**src/verilog/link_pm_diag_consts.svh**
```systemverilog
// Constants for the link power-management diagnostic register pair.
// Assumes byte offsets on the configuration port and a 100 MHz core clock.
`ifndef LINK_PM_DIAG_CONSTS_SVH
`define LINK_PM_DIAG_CONSTS_SVH

// Configuration offsets, byte addresses of aligned dwords
`define REG1_OFFSET          8'hC4
`define REG2_OFFSET          8'hC8

// Reset values
`define REG1_RESET           32'h00120108
`define REG2_RESET           32'h32142000
`define REG2_HOT_RESET       8'h00
`define LATENCY_RESET        3'h4
`define FTS_RESET            8'h14

// Writable bits
`define REG1_WR_MASK         32'h001FFFFF
`define REG2_FUND_MASK       32'hFFFF1F00

// First register fields
`define LAT_SEP_HI           20
`define LAT_SEP_LO           18
`define LAT_SHR_HI           17
`define LAT_SHR_LO           15
`define SUPPRESS_BIT         10
`define DEEP_TMR_HI          9
`define DEEP_TMR_LO          6
`define STBY_TMR_HI          5
`define STBY_TMR_LO          2

// Second register fields
`define FTS_SEP_HI           31
`define FTS_SEP_LO           24
`define FTS_SHR_HI           23
`define FTS_SHR_LO           16
`define PHY_REVISION_FIELD_LO           13
`define LINK_NUM_HI          12
`define LINK_NUM_LO          8
`define SLEEP_SAVE_BIT       7
`define WIN2_BIT             6
`define WIN1_BIT             5
`define RETRAIN_BIT          4
`define RECONF_BIT           3
`define HOT_RESET_BIT        2
`define NO_SCRAMBLE_BIT      1
`define LOOPBACK_BIT         0

// PHY revision, the reset-state value of the read-only field
`define PHY_REVISION_FIELD_VALUE        3'h1

// Timing
`define CLK_PERIOD_NS        10
`define DEEP_TICK_NS         512
`define STBY_CLK_MHZ_X10     625
`define STBY_TICK_NS         (10000 / `STBY_CLK_MHZ_X10)

`endif

```
**src/verilog/link_pm_diag_pkg.sv**
```systemverilog
// Types shared by the diagnostic register block and its entry timers.
// Assumes nothing beyond the constants header.
package link_pm_diag_pkg;

  typedef enum logic [1:0] {
    TIMER_WAIT,
    TIMER_COUNT,
    TIMER_DONE
  } entry_timer_state_type;

endpackage

```
**src/verilog/entry_timer_if.sv**
```systemverilog
// Link between the register block and one power-state entry timer.
// Assumes both ends run on the same core clock.
`timescale 1ns/1ns
`default_nettype none
interface entry_timer_if;
  logic       idle;
  logic [3:0] limit;
  logic       expired;

  modport owner (output idle, output limit, input expired);
  modport timer (input idle, input limit, output expired);
endinterface
`default_nettype wire

```
**src/verilog/entry_timer.sv**
```systemverilog
// Power-state entry timer counting programmed ticks while the link idles.
// Assumes idle comes from logic on clk_in; tick period is a whole number of ns.
`timescale 1ns/1ns
`default_nettype none
`include "link_pm_diag_consts.svh"
module entry_timer
  import link_pm_diag_pkg::*;
#(
  parameter int TICK_NS = 16
) (
  input  wire logic     clk_in,
  input  wire logic     ce_in,
  input  wire logic     rst_in,
  entry_timer_if.timer  tmr
);

  localparam logic [9:0] STEP = 10'(`CLK_PERIOD_NS);
  localparam logic [9:0] TICK = 10'(TICK_NS);

  entry_timer_state_type state;
  entry_timer_state_type next_state;
  logic [9:0]            acc;
  logic [9:0]            next_acc;
  logic [3:0]            ticks;
  logic [3:0]            next_ticks;

  // Phase accumulator keeps the average tick exact when it is not a whole cycle count
  wire logic [9:0] acc_sum  = acc + STEP;
  wire logic       tick_now = acc_sum >= TICK;
  wire logic [3:0] ticks_up = ticks + 4'h1;

  always_comb begin
    next_state = state;
    next_acc   = acc;
    next_ticks = ticks;
    unique case (state)
      TIMER_WAIT: begin
        next_acc   = 10'h000;
        next_ticks = 4'h0;
        if (tmr.idle) begin
          next_state = (tmr.limit == 4'h0) ? TIMER_DONE : TIMER_COUNT;
        end
      end
      TIMER_COUNT: begin
        if (!tmr.idle) begin
          next_state = TIMER_WAIT;
        end else begin
          next_acc = tick_now ? acc_sum - TICK : acc_sum;
          if (tick_now) begin
            next_ticks = ticks_up;
            if (ticks_up >= tmr.limit) begin
              next_state = TIMER_DONE;
            end
          end
        end
      end
      TIMER_DONE: begin
        if (!tmr.idle) begin
          next_state = TIMER_WAIT;
        end
      end
    endcase
  end

  always_ff @(posedge clk_in or posedge rst_in) begin
    if (rst_in) begin
      state       <= TIMER_WAIT;
      acc         <= 10'h000;
      ticks       <= 4'h0;
      tmr.expired <= 1'b0;
    end else if (ce_in) begin
      state       <= next_state;
      acc         <= next_acc;
      ticks       <= next_ticks;
      tmr.expired <= next_state == TIMER_DONE;
    end
  end

endmodule // entry_timer
`default_nettype wire

```
**src/verilog/link_pm_diag_registers.sv**
```systemverilog
// Link power-management and PHY diagnostic configuration registers.
// Assumes configuration requests, link state and link control bits come from
// logic on clk_in; only the two reset pins arrive from outside the domain.
`timescale 1ns/1ns
`default_nettype none
`include "link_pm_diag_consts.svh"

module link_pm_diag_registers
  import link_pm_diag_pkg::*;
(
  // Clock, enable and resets
  input  wire logic        clk_in,
  input  wire logic        ce_in,
  input  wire logic        sys_rst_in,
  input  wire logic        pcie_reset_input_n_in,
  input  wire logic        global_reset_n_in,
  // Configuration access
  input  wire logic        cfg_wr_in,
  input  wire logic        cfg_rd_in,
  input  wire logic [7:0]  cfg_addr_in,
  input  wire logic [3:0]  cfg_be_in,
  input  wire logic [31:0] cfg_wdata_in,
  output logic      [31:0] cfg_rdata_out,
  output logic             cfg_ack_out,
  // Link state from the surrounding bridge
  input  wire logic        shared_clock_config_in,
  input  wire logic        downstream_bus_reset_bit_in,
  input  wire logic        link_idle_in,
  input  wire logic        sleep_state_in,
  // Results
  output logic      [2:0]  advertised_deep_idle_exit_latency_out,
  output logic      [7:0]  training_seq_count_out,
  output logic             downstream_bus_reset_out,
  output logic             deep_idle_entry_req_out,
  output logic             standby_entry_req_out,
  output logic             sleep_state_saving_out,
  output logic             first_window_enable_out,
  output logic             second_window_enable_out,
  output logic      [4:0]  link_number_out,
  output logic             ask_retrain_out,
  output logic             ask_reconfigure_out,
  output logic             ask_hot_reset_out,
  output logic             ask_no_scramble_out,
  output logic             ask_loopback_out
);

  // Reset structure
  logic [1:0]  fund_sync;
  logic [31:0] reg1;
  logic [31:0] reg2_fund;
  logic [7:0]  reg2_hot;
  logic [31:0] be_mask;

  // Either pin low asserts at once; release is synchronised to clk_in
  wire logic pin_rst_assert   = ~(pcie_reset_input_n_in & global_reset_n_in);
  wire logic fundamental_reset_n = fund_sync[1];
  wire logic fund_rst         = ~fundamental_reset_n;
  wire logic hot_rst          = fund_rst | sys_rst_in;

  always_ff @(posedge clk_in or posedge pin_rst_assert) begin
    if (pin_rst_assert) begin
      fund_sync <= 2'b00;
    end else if (ce_in) begin
      fund_sync <= {fund_sync[0], 1'b1};
    end
  end

  // Address decode and byte lanes
  wire logic hit1   = cfg_addr_in == `REG1_OFFSET;
  wire logic hit2   = cfg_addr_in == `REG2_OFFSET;
  wire logic wr1    = cfg_wr_in & hit1;
  wire logic wr2    = cfg_wr_in & hit2;
  wire logic access = cfg_wr_in | cfg_rd_in;

  genvar lane;
  generate
    for (lane = 0; lane < 4; lane++) begin : g_lane
      assign be_mask[8*lane +: 8] = {8{cfg_be_in[lane]}};
    end
  endgenerate

  // Reserved upper bits are outside the write mask and stay zero
  wire logic [31:0] mask1      = be_mask & `REG1_WR_MASK;
  wire logic [31:0] mask2_fund = be_mask & `REG2_FUND_MASK;
  wire logic [7:0]  mask2_hot  = be_mask[7:0];

  // Bits 14:11 and 1:0 are kept as plain storage; zero is up to the programmer
  wire logic [31:0] next_reg1      = (reg1 & ~mask1) | (cfg_wdata_in & mask1);
  wire logic [31:0] next_reg2_fund = (reg2_fund & ~mask2_fund) | (cfg_wdata_in & mask2_fund);
  wire logic [7:0]  next_reg2_hot  = (reg2_hot & ~mask2_hot) | (cfg_wdata_in[7:0] & mask2_hot);

  // Fundamental-reset fields of the first register
  always_ff @(posedge clk_in or posedge fund_rst) begin
    if (fund_rst) begin
      reg1 <= `REG1_RESET;
    end else if (ce_in && wr1) begin
      reg1 <= next_reg1;
    end
  end

  // Fundamental-reset fields of the second register
  always_ff @(posedge clk_in or posedge fund_rst) begin
    if (fund_rst) begin
      reg2_fund <= `REG2_RESET & `REG2_FUND_MASK;
    end else if (ce_in && wr2) begin
      reg2_fund <= next_reg2_fund;
    end
  end

  // Low byte also clears on the ordinary reset
  always_ff @(posedge clk_in or posedge hot_rst) begin
    if (hot_rst) begin
      reg2_hot <= `REG2_HOT_RESET;
    end else if (ce_in && wr2) begin
      reg2_hot <= next_reg2_hot;
    end
  end

  // Field views
  wire logic [2:0] lat_sep   = reg1[`LAT_SEP_HI:`LAT_SEP_LO];
  wire logic [2:0] lat_shr   = reg1[`LAT_SHR_HI:`LAT_SHR_LO];
  wire logic       suppress  = reg1[`SUPPRESS_BIT];
  wire logic [3:0] deep_lim  = reg1[`DEEP_TMR_HI:`DEEP_TMR_LO];
  wire logic [3:0] stby_lim  = reg1[`STBY_TMR_HI:`STBY_TMR_LO];
  wire logic [7:0] fts_sep   = reg2_fund[`FTS_SEP_HI:`FTS_SEP_LO];
  wire logic [7:0] fts_shr   = reg2_fund[`FTS_SHR_HI:`FTS_SHR_LO];

  // Mirror selection follows the link control bit every cycle
  wire logic [2:0] next_latency = shared_clock_config_in ? lat_sep : lat_shr;
  wire logic [7:0] next_fts     = shared_clock_config_in ? fts_shr : fts_sep;
  wire logic       next_bus_rst = downstream_bus_reset_bit_in & ~suppress;
  wire logic       next_saving  = sleep_state_in & reg2_hot[`SLEEP_SAVE_BIT];

  // Read-only revision merged into the read path, never stored
  wire logic [31:0] rev_word  = {16'h0000, `PHY_REVISION_FIELD_VALUE, 13'h0000};
  wire logic [31:0] reg1_read = reg1 & `REG1_WR_MASK;
  wire logic [31:0] reg2_read = (reg2_fund & `REG2_FUND_MASK) | rev_word | {24'h000000, reg2_hot};
  wire logic [31:0] read_word = hit1 ? reg1_read : (hit2 ? reg2_read : 32'h00000000);

  // Derived outputs; latency and sequence count load reset values on fundamental reset with their fields, the other two also on ordinary reset
  always_ff @(posedge clk_in or posedge fund_rst) begin
    if (fund_rst) begin
      advertised_deep_idle_exit_latency_out <= `LATENCY_RESET;
      training_seq_count_out                <= `FTS_RESET;
    end else if (ce_in) begin
      advertised_deep_idle_exit_latency_out <= next_latency;
      training_seq_count_out                <= next_fts;
    end
  end

  always_ff @(posedge clk_in or posedge hot_rst) begin
    if (hot_rst) begin
      downstream_bus_reset_out <= 1'b0;
      sleep_state_saving_out   <= 1'b0;
    end else if (ce_in) begin
      downstream_bus_reset_out <= next_bus_rst;
      sleep_state_saving_out   <= next_saving;
    end
  end

  // Configuration answer one cycle after the request
  always_ff @(posedge clk_in or posedge hot_rst) begin
    if (hot_rst) begin
      cfg_rdata_out <= 32'h00000000;
      cfg_ack_out   <= 1'b0;
    end else if (ce_in) begin
      cfg_ack_out <= access;
      if (cfg_rd_in) begin
        cfg_rdata_out <= read_word;
      end
    end
  end

  // Register fields straight to their users
  assign first_window_enable_out  = reg2_hot[`WIN1_BIT];
  assign second_window_enable_out = reg2_hot[`WIN2_BIT];
  assign link_number_out          = reg2_fund[`LINK_NUM_HI:`LINK_NUM_LO];
  assign ask_retrain_out          = reg2_hot[`RETRAIN_BIT];
  assign ask_reconfigure_out      = reg2_hot[`RECONF_BIT];
  assign ask_hot_reset_out        = reg2_hot[`HOT_RESET_BIT];
  assign ask_no_scramble_out      = reg2_hot[`NO_SCRAMBLE_BIT];
  assign ask_loopback_out         = reg2_hot[`LOOPBACK_BIT];

  // Entry timers; odd tick periods would drift with a plain cycle divider
  entry_timer_if deep_if ();
  entry_timer_if stby_if ();

  assign deep_if.idle  = link_idle_in;
  assign deep_if.limit = deep_lim;
  assign stby_if.idle  = link_idle_in;
  assign stby_if.limit = stby_lim;

  entry_timer #(
    .TICK_NS (`DEEP_TICK_NS)
  ) u_deep_timer (
    .clk_in (clk_in),
    .ce_in  (ce_in),
    .rst_in (hot_rst),
    .tmr    (deep_if.timer)
  );

  entry_timer #(
    .TICK_NS (`STBY_TICK_NS)
  ) u_standby_timer (
    .clk_in (clk_in),
    .ce_in  (ce_in),
    .rst_in (hot_rst),
    .tmr    (stby_if.timer)
  );

  assign deep_idle_entry_req_out = deep_if.expired;
  assign standby_entry_req_out   = stby_if.expired;

endmodule // link_pm_diag_registers
`default_nettype wire
```
**config.mk**
```make
export PLATFORM = sky130hd
export DESIGN_NAME = link_pm_diag_registers
export DESIGN_NICKNAME = d
export VERILOG_FILES = /design/src/verilog/link_pm_diag_pkg.sv /design/src/verilog/entry_timer_if.sv /design/src/verilog/entry_timer.sv /design/src/verilog/link_pm_diag_registers.sv
export VERILOG_INCLUDE_DIRS = /design/src /design/src/verilog
export SDC_FILE = /design/constraint.sdc
export NUM_CORES = 1
export LEC_CHECK = 0
export ABC_CLOCK_PERIOD_IN_PS = 6500
export BUFFER_PORTS_ARGS = -buffer_cell sky130_fd_sc_hd__buf_2
export CORE_ASPECT_RATIO = 1.25
export CORE_UTILIZATION = 35
export CTS_CLUSTER_SIZE = 8
export DETAILED_ROUTE_END_ITERATION = 8
export PLACE_DENSITY = 0.63
export SETUP_SLACK_MARGIN = 0.02
export SYNTH_ARGS = -nofsm -noshare
export SYNTH_HDL_FRONTEND = slang
export SYNTH_SLANG_ARGS = --single-unit
```
**constraint.sdc**
```tcl
create_clock -name clk_in -period 6.5 [get_ports clk_in]
set_input_delay 0.65 -clock clk_in [delete_from_list [all_inputs] [get_ports clk_in]]
set_output_delay 0.65 -clock clk_in [all_outputs]
set_load 0.02 [all_outputs]
```
==> metrics, run 1 <==
status completed; antenna diode count 0; CP endpoint kind flop; Synth cell types 54; fillcell total 1710; setup TNS 0 ps; DIE AREA about 18000 sq um; Slew Limit Fails 0; met2 Resource Use GR a little over a quarter; Post-route DRC 0; Seq/Total Area, Yosys 52.31%; # rows 54; min cycle time layout about 3300 ps; #FFs+latches synth 130; Total Wirelength 14300 um; PD cells 319.1 nW/um^2; post-route insts no fill slightly above 900; Area Growth Syn to Fin 21.79%; commonest non-fill, non-tap cell in the layout dfrtp_1; Clock power frac 41.1%; initial drt markers between 200 and 250; sw power 0.7544 mW; Mean Syn Cell Area 10.59 sq um; number of port buffers 114; vias about 4.7k; Fin. Hold Viols 0; Ports 115; RD Place Congestion 0.7997; yosys warns 0; Initial Util 35.84%; crit-path max FO 12; Max Freq approximately 300 MHz; hold_buf cts 0; met1 usage 20.41%; Worst Setup Start Kind flop; final core occ 43.65%; drt pass-1 iters 4; clock tree from TritonCTS done; CTS Buffer Depth 2; Worst Path Arrival 3630 ps; Core Area between 15000 and 20000 sq um; post-synth net total 665; Sw Ratio 31.08%; antenna violations before repair 0; global routing's busiest layer met2; most frequent cells in the layout 117 x dfrtp_1, 114 x buf_2, 66 x nand2_1, 61 x o21ai_0, 53 x mux2_2; final setup fails 0; Die X ~120 um; P_leak 3.647 nW; Num CTS Buffers 17; die height 151.4 um; Post-Syn Instances slightly below 600; hold slack final 139.6 ps; vias in the first global route 4745; grt ovf 0; number of synthesized flops with an enable pin 0; RSZ-0062 raised after global routing no; Async S/R FF share, synth 100.0%; clock sinks 130; Post-CTS Setup Bufs 0; critical path required time 6790 ps; dominant synthesized flop cell dfrtp_1; final cycle utilization of the critical path 51.43%; Mapped Area 6247 sq um; via/cell ratio slightly above 5; post-cts sizing count 0; CTS H-tree lvls 4; global-route track usage on met3 5.233%; global-route usage over all layers ~17%; first-pass GRT wire length 23670 um; crit path kind flop to flop; Tightest Hold Check Type input port to asynchronous set/reset pin; Final Skew 11.82 ps; Worst-path clk slew 60 ps; Int Pwr 1.673 mW; drt wl/cell around 15 um; Post-Place Cells 898; Slew HR 30.87%; maximum vdd drop 0.0001717 V; DP HPWL 10070 um; Worst Tran Pin Value 1033 ps; Layout Nets about 770; post-route ant nets 0; Worst-Skew Late Latency 410 ps; pin count of the biggest net entering global routing 76; sequential power share 38.6%; Max-Cap Viols 0; share of layout cells above drive strength 1 between 30% and 40%; clk root buf clkbuf_16; logic gate share of total power 20.4%
[per-layer routing]
layer | share of wire [%] | up-vias
met3 | 5.6 | 9
met1 | 44 | 2264
met5 | 0 | -
li1 | - | 2314
met4 | 1.0 | 0
met2 | 49 | 101
[flip-flops by register name (all words and copies together) (netlist names), 2 cells and up]
signal                                 count
u_standby_timer.ticks                      4
u_standby_timer.acc                        9
reg1                                      21
training_seq_count_out                     8
reg2_fund                                 21
advertised_deep_idle_exit_latency_out      3
cfg_rdata_out                             32
u_standby_timer.state                      2
u_deep_timer.ticks                         4
u_deep_timer.acc                           9
reg2_hot                                   8
u_deep_timer.state                         2
fund_sync                                  2
[final timing paths]
path	start	end	slack (ps)	cells after the start
setup / recovery	u_standby_timer.acc[1]	u_standby_timer.acc[7]	3160	10
min in group clk_in	downstream_bus_reset_bit_in	downstream_bus_reset_out	460	2
hold / removal	global_reset_n_in	fund_sync[1]	140	2
setup reg to reg	u_standby_timer.acc[1]	u_standby_timer.acc[7]	3160	10
max in group asynchronous	fund_sync[1]	cfg_rdata_out[23]	5190	2
hold reg to reg	fund_sync[1]	reg1[13]	410	1
[critical path, cell delays in order, from the launching register on]
cell	delay, ps
dfrtp_1	440
ha_1	300
or2_2	330
nand2_1	90
xor2_1	250
ha_1	250
nand2_1	70
o41ai_1	560
nand2_1	410
a31o_2	340
a22o_1	180
[kinds of logic (layout without fill, tap and decap cells)]
logic type	after synthesis	count (layout)	share of synthesized area [%]
XOR/XNOR	14	14	1.963
flip-flops	130	130	52.31
multiplexers	68	68	11.96
adder cells (fa/ha/maj)	20	20	4.006
buffers and inverters	56	172	3.925
AO/OA/AOI/OAI	140	140	13.56
AND/OR/NAND/NOR	162	162	12.28
[layout make-up]
class                   count  area [sq um]  area share (%)
inverters                  22         82.58           1.085
clock buffers              17         425.4           5.591
flip-flops and latches    130          3269           42.97
clock inverters            15         193.9           2.549
repair buffers            118         600.6           7.893
well taps                 224         280.3           3.684
multi-input cells         404          2756           36.23
[power by group through the flow]
stage	Combinational (mW)	Sequential [mW]	Clock [mW]
after detailed placement	0.495	0.950	0
after floorplan	0.401	0.939	0
final	0.495	0.936	0.997
after global placement	0.493	0.950	0
after CTS	0.498	0.936	1.01
after global routing	0.565	0.948	1.05
[per-stage QoR]
stage / setup WS (ps) / instance area (sq um) / power [mW]
after floorplan: 308.0 / 6247 / 1.339
after global placement: 3072 / 6989 / 1.443
after detailed placement: 3019 / 6989 / 1.445
after CTS: 3174 / 7609 / 2.448
after global routing: 2851 / 7609 / 2.560
final: 3157 / 7609 / 2.428
[Yosys cell counts, types with 3 or more instances]
library cell	n	area share, %
ha_1	20	4.0
nand4_1	11	1.1
mux2_2	53	9.6
o22ai_1	3	0.30
dfstp_2	12	5.0
dfrtp_1	118	47
a22oi_1	19	2.3
nor3_1	3	0.24
nor4_1	3	0.30
a21oi_1	28	2.2
or3_1	6	0.60
nand3_1	21	1.7
a22o_1	5	0.70
mux2i_1	15	2.4
nand2b_1	4	0.40
nor2_1	28	1.7
o21ai_0	61	4.9
buf_1	4	0.24
xnor2_1	8	1.1
and2_1	5	0.50
nand2_1	67	4.0
inv_1	22	1.3
clkbuf_1	22	1.3
xor2_1	6	0.84
buf_4	5	0.60
(Power assumes the default switching activity.)
==> run 2: changes to the inputs <==
--- a/config.mk
+++ b/config.mk
@@ -6,7 +6,8 @@
 export SDC_FILE = /design/constraint.sdc
 export NUM_CORES = 1
 export LEC_CHECK = 0
-export ABC_CLOCK_PERIOD_IN_PS = 6500
+export ABC_AREA = 1
+export ABC_CLOCK_PERIOD_IN_PS = 3000
 export BUFFER_PORTS_ARGS = -buffer_cell sky130_fd_sc_hd__buf_2
 export CORE_ASPECT_RATIO = 1.25
 export CORE_UTILIZATION = 35
==> constraint.sdc (replaced) <==
create_clock -name clk_in -period 3 [get_ports clk_in]
set_input_delay 0.3 -clock clk_in [delete_from_list [all_inputs] [get_ports clk_in]]
set_output_delay 0.3 -clock clk_in [all_outputs]
set_load 0.02 [all_outputs]
==> metrics, run 2 <==
PD cells 736.8 nW/um^2; Die X 121.6 um; Yosys top cell area share 47.21%; hold slack final 103.8 ps; mux cell area share after synthesis less than 1%; critical path's slowest cell dfrtp_1; RSZ-0062 raised after global routing no; Async S/R FF share, synth 100.0%; Worst Tran Pin Value between 1000 and 1500 ps; top cells by count, synth 185 x nand2_1, 118 x dfrtp_1, 81 x o21ai_0; setup TNS 0 ps; Fin. Hold Viols 0; top post-synthesis cells by area dfrtp_1 47%, nand2_1 11%, o21ai_0 6.5%; largest family of logic cells by synthesized area simple AND/OR/NAND/NOR gates; global-route usage over all layers 18.52%; antenna diode count 0; DP HPWL about 11000 um; first-pass GRT wire length 26160 um; CP endpoint kind flop; Setup WS pre-CTS 554.0 ps; Worst Setup Start Kind flop; min cycle time layout 2414 ps; clock tree from TritonCTS done; Final Skew 11.06 ps; Synth Area in Compound Gates 13.46%; critical path, cell by cell ha_1, nor2_4, nor2_4, xor2_1, ha_1, nand2_1, nor2_1, nand2_1, nand3_4, nor2_8, a21oi_1, nand3_1, o21ai_0; antenna violations before repair 0; Area Growth Syn to Fin 22.24%; Top reg by flops cfg_rdata_out; Post-route DRC 0; Slew Limit Fails 0; die height 151.5 um; clk root buf clkbuf_16; final setup fails 0; number of port buffers 114; number of synthesized flops with an enable pin 0; Core Area 17500 sq um; final cycle utilization of the critical path 80.46%; #FFs+latches synth 130; crit path kind flop to flop; drt pass-1 iters 5; CTS H-tree lvls 4; Worst-Skew Late Latency 420 ps; clock sinks 130; leading cell type by number of instances after synthesis nand2_1; hold_buf cts 2; post-cts sizing count 0; CTS Buffer Depth 2; XOR/XNOR share of the synthesized area 1.260%; DIE AREA 18410 sq um; maximum vdd drop between 0.0004 and 0.0005 V; Mean Syn Cell Area approximately 8.5 sq um; yosys warns 0; share of layout cells above drive strength 1 approximately 22%; Layout Nets 922; # rows 54; vias 5179; Post-Place Cells 1050; critical path required time 3340 ps; drt wl/cell 14.32 um; post-synth net total 807; P_leak 3.790 nW; CP peak stage delay around 420 ps; max FFs per register 32; crit-path max FO 5; Initial Util 35.74%; worst setup margin 586.3 ps; pin count of the biggest net entering global routing 76; Synth cell types 43; Tightest Hold Check Type input port to flop; Slew HR 32.92%; Post-CTS Setup Bufs 0; RD Place Congestion a little under 0.8; Max-Cap Viols 0; commonest non-fill, non-tap cell in the layout nand2_1; biggest regs cfg_rdata_out (32), reg1 (21), reg2_fund (21); Max Freq between 400 and 500 MHz; Total Wirelength 15520 um; Num CTS Buffers 17; post-synth top area cell dfrtp_1; post-route insts no fill 1084; Mapped Area 6255 sq um; adder-cell share of the synthesized area 4.001%; Seq/Total Area, Yosys 52.25%; most frequent cells in the layout 185 x nand2_1, 117 x dfrtp_1, 114 x buf_2, 81 x o21ai_0, 77 x inv_1; Post-Syn Instances 732; initial drt markers 310; dominant synthesized flop cell dfrtp_1; Worst-path clk slew 60 ps; Ports about 120; post-route ant nets 0; grt ovf 0; Synth Area in Simple Gates between 20% and 30%; via/cell ratio 4.778; vias in the first global route 5214; Worst Path Arrival approximately 2800 ps; status completed
-- run 2: logic make-up after synthesis --
logic type | after synthesis
AOI/OAI and AO/OA | 148
xor gates and xnor gates | 9
adders and majority gates | 20
buffers and inverters | 111
DFF | 130
muxes | 5
and+or+nand+nor | 309
-- run 2: area by class of cell --
| type | count | area (sq um) |
|---|---|---|
| clock buffer | 23 | 478.0 |
| clock inverter | 9 | 105.1 |
| fill | 1752 | 9853 |
| inverter | 84 | 315.3 |
| multi-input combinational | 491 | 2555 |
| sequential | 130 | 3269 |
| tap | 224 | 280.3 |
| timing repair buffer | 123 | 643.1 |
-- run 2: layer usage --
metal	routed length, um	global-route usage (%)	up-vias
li1	-	-	2613
met1	6421	21.54	2443
met2	8019	32.67	106
met3	939	5.838	17
met4	141	5.000	0
met5	0	0	-
-- run 2: worst paths after layout --
kind                                        startpoint                  endpoint  slack [ps]  cells past startpoint
max                             u_standby_timer.acc[1]    u_standby_timer.acc[9]         590                     13
min                        downstream_bus_reset_bit_in  downstream_bus_reset_out         100                      2
max reg2reg                     u_standby_timer.acc[1]    u_standby_timer.acc[9]         590                     13
min reg2reg                               fund_sync[1]                   reg1[2]         420                      1
max in group asynchronous                 fund_sync[1]               reg2_hot[7]        1630                      3
min in group asynchronous                   sys_rst_in    u_standby_timer.acc[9]         250                      3
-- run 2: metrics by stage --
step	util (%)	cell area, sq um	power [mW]
detailed placement	40.25	7043	3.633
CTS	43.69	7646	5.697
floorplan	-	6264	3.247
global route	43.69	7646	6.005
global placement	40.25	7043	3.609
finish	43.69	7646	5.633
-- run 2: power by group --
group          internal, mW  switching, mW
sequential             1.93          0.151
combinational         0.537          0.972
clock                  1.28          0.754
total                  3.76           1.88
-- run 2: worst max-delay path, delay by kind of cell, from the launching register on --
kind                     cells  cell delay, ps
AND/OR/NAND/NOR              8             720
adder cells (fa/ha/maj)      2             480
XOR/XNOR                     1             330
AO/OA/AOI/OAI                2             400
flip-flops                   1             420
==> run 3: changes to the inputs <==
--- a/config.mk
+++ b/config.mk
@@ -7,7 +7,7 @@
 export NUM_CORES = 1
 export LEC_CHECK = 0
 export ABC_AREA = 1
-export ABC_CLOCK_PERIOD_IN_PS = 3000
+export ABC_CLOCK_PERIOD_IN_PS = 2200
 export BUFFER_PORTS_ARGS = -buffer_cell sky130_fd_sc_hd__buf_2
 export CORE_ASPECT_RATIO = 1.25
 export CORE_UTILIZATION = 35
==> constraint.sdc (replaced) <==
create_clock -name clk_in -period 2.2 [get_ports clk_in]
set_input_delay 0.22 -clock clk_in [delete_from_list [all_inputs] [get_ports clk_in]]
set_output_delay 0.22 -clock clk_in [all_outputs]
set_load 0.02 [all_outputs]
==> metrics, run 3 (synthesis results as in run 2) <==
sequential power share 35.3%; Post-route DRC 0; Initial Util 35.74%; CTS H-tree lvls 4; RD Place Congestion roughly 0.86; P_leak 3.915 nW; Slew HR 53.52%; Die X roughly 120 um; antenna diode count 0; min cycle time layout roughly 2200 ps; Fin. Hold Viols 0; initial drt markers approximately 170; commonest non-fill, non-tap cell in the layout nand2_1; vias 5258; crit path kind flop to flop; Worst-path clk slew roughly 60 ps; clk root buf clkbuf_16; first-pass GRT wire length roughly 26000 um; max FFs per register 32; RR Startpoint u_standby_timer.acc[2]; logic gate share of total power approximately 29%; Sw Ratio 33.54%; Layout Nets 940; most frequent cells in the layout 181 x nand2_1, 117 x dfrtp_1, 114 x buf_2, 76 x inv_1, 76 x o21ai_0; Int Pwr 5.403 mW; Num CTS Buffers 17; worst hold path depth 2; pin count of the biggest net entering global routing 54; worst setup margin roughly 17 ps; DIE AREA 18410 sq um; via/cell ratio 4.771; final setup fails 0; Max Freq between 400 and 500 MHz; biggest regs cfg_rdata_out (32), reg1 (21), reg2_fund (21); post-route ant nets 0; Ports 115; Tot Pwr 8.130 mW; final cycle utilization of the critical path 99.21%; drt wl/cell 14.24 um; clock sinks 130; maximum vdd drop around 0.00052 V; die height 151.5 um; hold endpoint downstream_bus_reset_out; Worst Setup Start Kind flop; CTS Buffer Depth 2; Slew Limit Fails 0; Area Growth Syn to Fin 26.77%; Clock power frac between 30% and 40%; hold slack final 21.51 ps; RSZ-0062 raised after global routing yes; setup TNS 0 ps; Worst R2R Path Depth 14; status completed; Total Wirelength roughly 16000 um; Top reg by flops cfg_rdata_out; PD cells 1025 nW/um^2; CP endpoint kind flop; DP HPWL roughly 12000 um; R2R Setup Slk 20 ps; crit-path max FO 4; critical path required time 2500 ps; share of layout cells above drive strength 1 25.51%; antenna violations before repair 0; drt pass-1 iters 4; global-route usage over all layers 18.77%; grt ovf 0; Final Skew 7.678 ps; Worst Tran Pin Value roughly 700 ps; # rows 54; Setup WS pre-CTS 15.89 ps; reg2reg end u_standby_timer.ticks[0]; Max-Cap Viols 0; final core occ 45.31%; clock tree from TritonCTS done; number of port buffers ~110; sw power 2.727 mW; vias in the first global route 5291; Core Area 17500 sq um; Worst-Skew Late Latency approximately 420 ps; Tightest Hold Check Type input port to flop; Worst Path Arrival 2490 ps; crit path from u_standby_timer.acc[2]; hold wc startpoint downstream_bus_reset_bit_in
-- run 3: cell count changes in the layout (fill, tap and decap cells not counted), moves of 4 or more --
cell,change
buf_4,+13
o21ai_0,-5
nand2_1,-4
nand2_2,+4
-- run 3: critical path, cell delays in order (launching register included) --
cell,delay (ps)
dfrtp_1,420
ha_4,190
nor2_4,140
nor2_4,60
xor2_2,180
ha_2,180
nand2_1,50
nor2_1,40
nand2_1,90
nand3_4,100
nor2_8,150
nand2_4,80
o21ai_4,150
inv_2,70
o21a_1,170
-- run 3: worst max-delay path by stage --
| stage | end | slack [ps] | depth (start not counted) |
|---|---|---|---|
| after floorplan | cfg_ack_out | -90 | 2 |
| after global placement | u_standby_timer.state[0] | 50 | 18 |
| after detailed placement | u_standby_timer.state[0] | 20 | 18 |
| after CTS | u_standby_timer.ticks[0] | 40 | 14 |
| after global routing | u_standby_timer.state[0] | -150 | 18 |
| final | u_standby_timer.ticks[0] | 20 | 14 |
-- run 3: power groups by stage --
| stage | Combinational [mW] | Sequential (mW) | Clock [mW] |
|---|---|---|---|
| final | 2.34 | 2.87 | 2.93 |
| after global routing | 2.67 | 2.90 | 3.07 |
| after CTS | 2.17 | 2.85 | 2.97 |
| after detailed placement | 2.15 | 2.88 | 0 |
| after global placement | 2.14 | 2.88 | 0 |
| after floorplan | 1.47 | 2.96 | 0 |
-- run 3: area by class of cell --
class | count | area, sq um
fillers | 1713 | 9570
well taps | 224 | 280.3
repair buffers | 141 | 822.0
clock inverters | 11 | 151.4
inverters | 84 | 315.3
multi-input cells | 491 | 2628
clock buffers | 21 | 460.4
flip-flops and latches | 130 | 3272
-- run 3: per-layer routing --
| layer | global-route usage (%) | part of all wire (%) | wire [um] |
|---|---|---|---|
| met1 | 21.97 | 42 | 6586 |
| met2 | 32.70 | 51 | 7989 |
| met3 | 5.352 | 5.5 | 864 |
| met4 | 6.543 | 1.6 | 254 |
| met5 | 0 | 0 | 0 |
-- run 3: repair_timing --
action / 4_1_cts / 5_1_grt
resized for setup: 1 / 21
setup buffers: 0 / 5
pin swaps: 0 / 10
endpoints found under the setup margin: 1 / 19
hold buffers: 3 / 0
hold endpoints to repair: 12 / 0
-- run 3: through the flow --
| step | area [sq um] | cells |
|---|---|---|
| 3_3_place_gp | 7173 | 1062 |
| 3_5_place_dp | 7173 | 1062 |
| 6_report | 7929 | 1102 |
| 2_1_floorplan | 6266 | 732 |
| 5_1_grt | 7929 | 1102 |
| 4_1_cts | 7823 | 1097 |
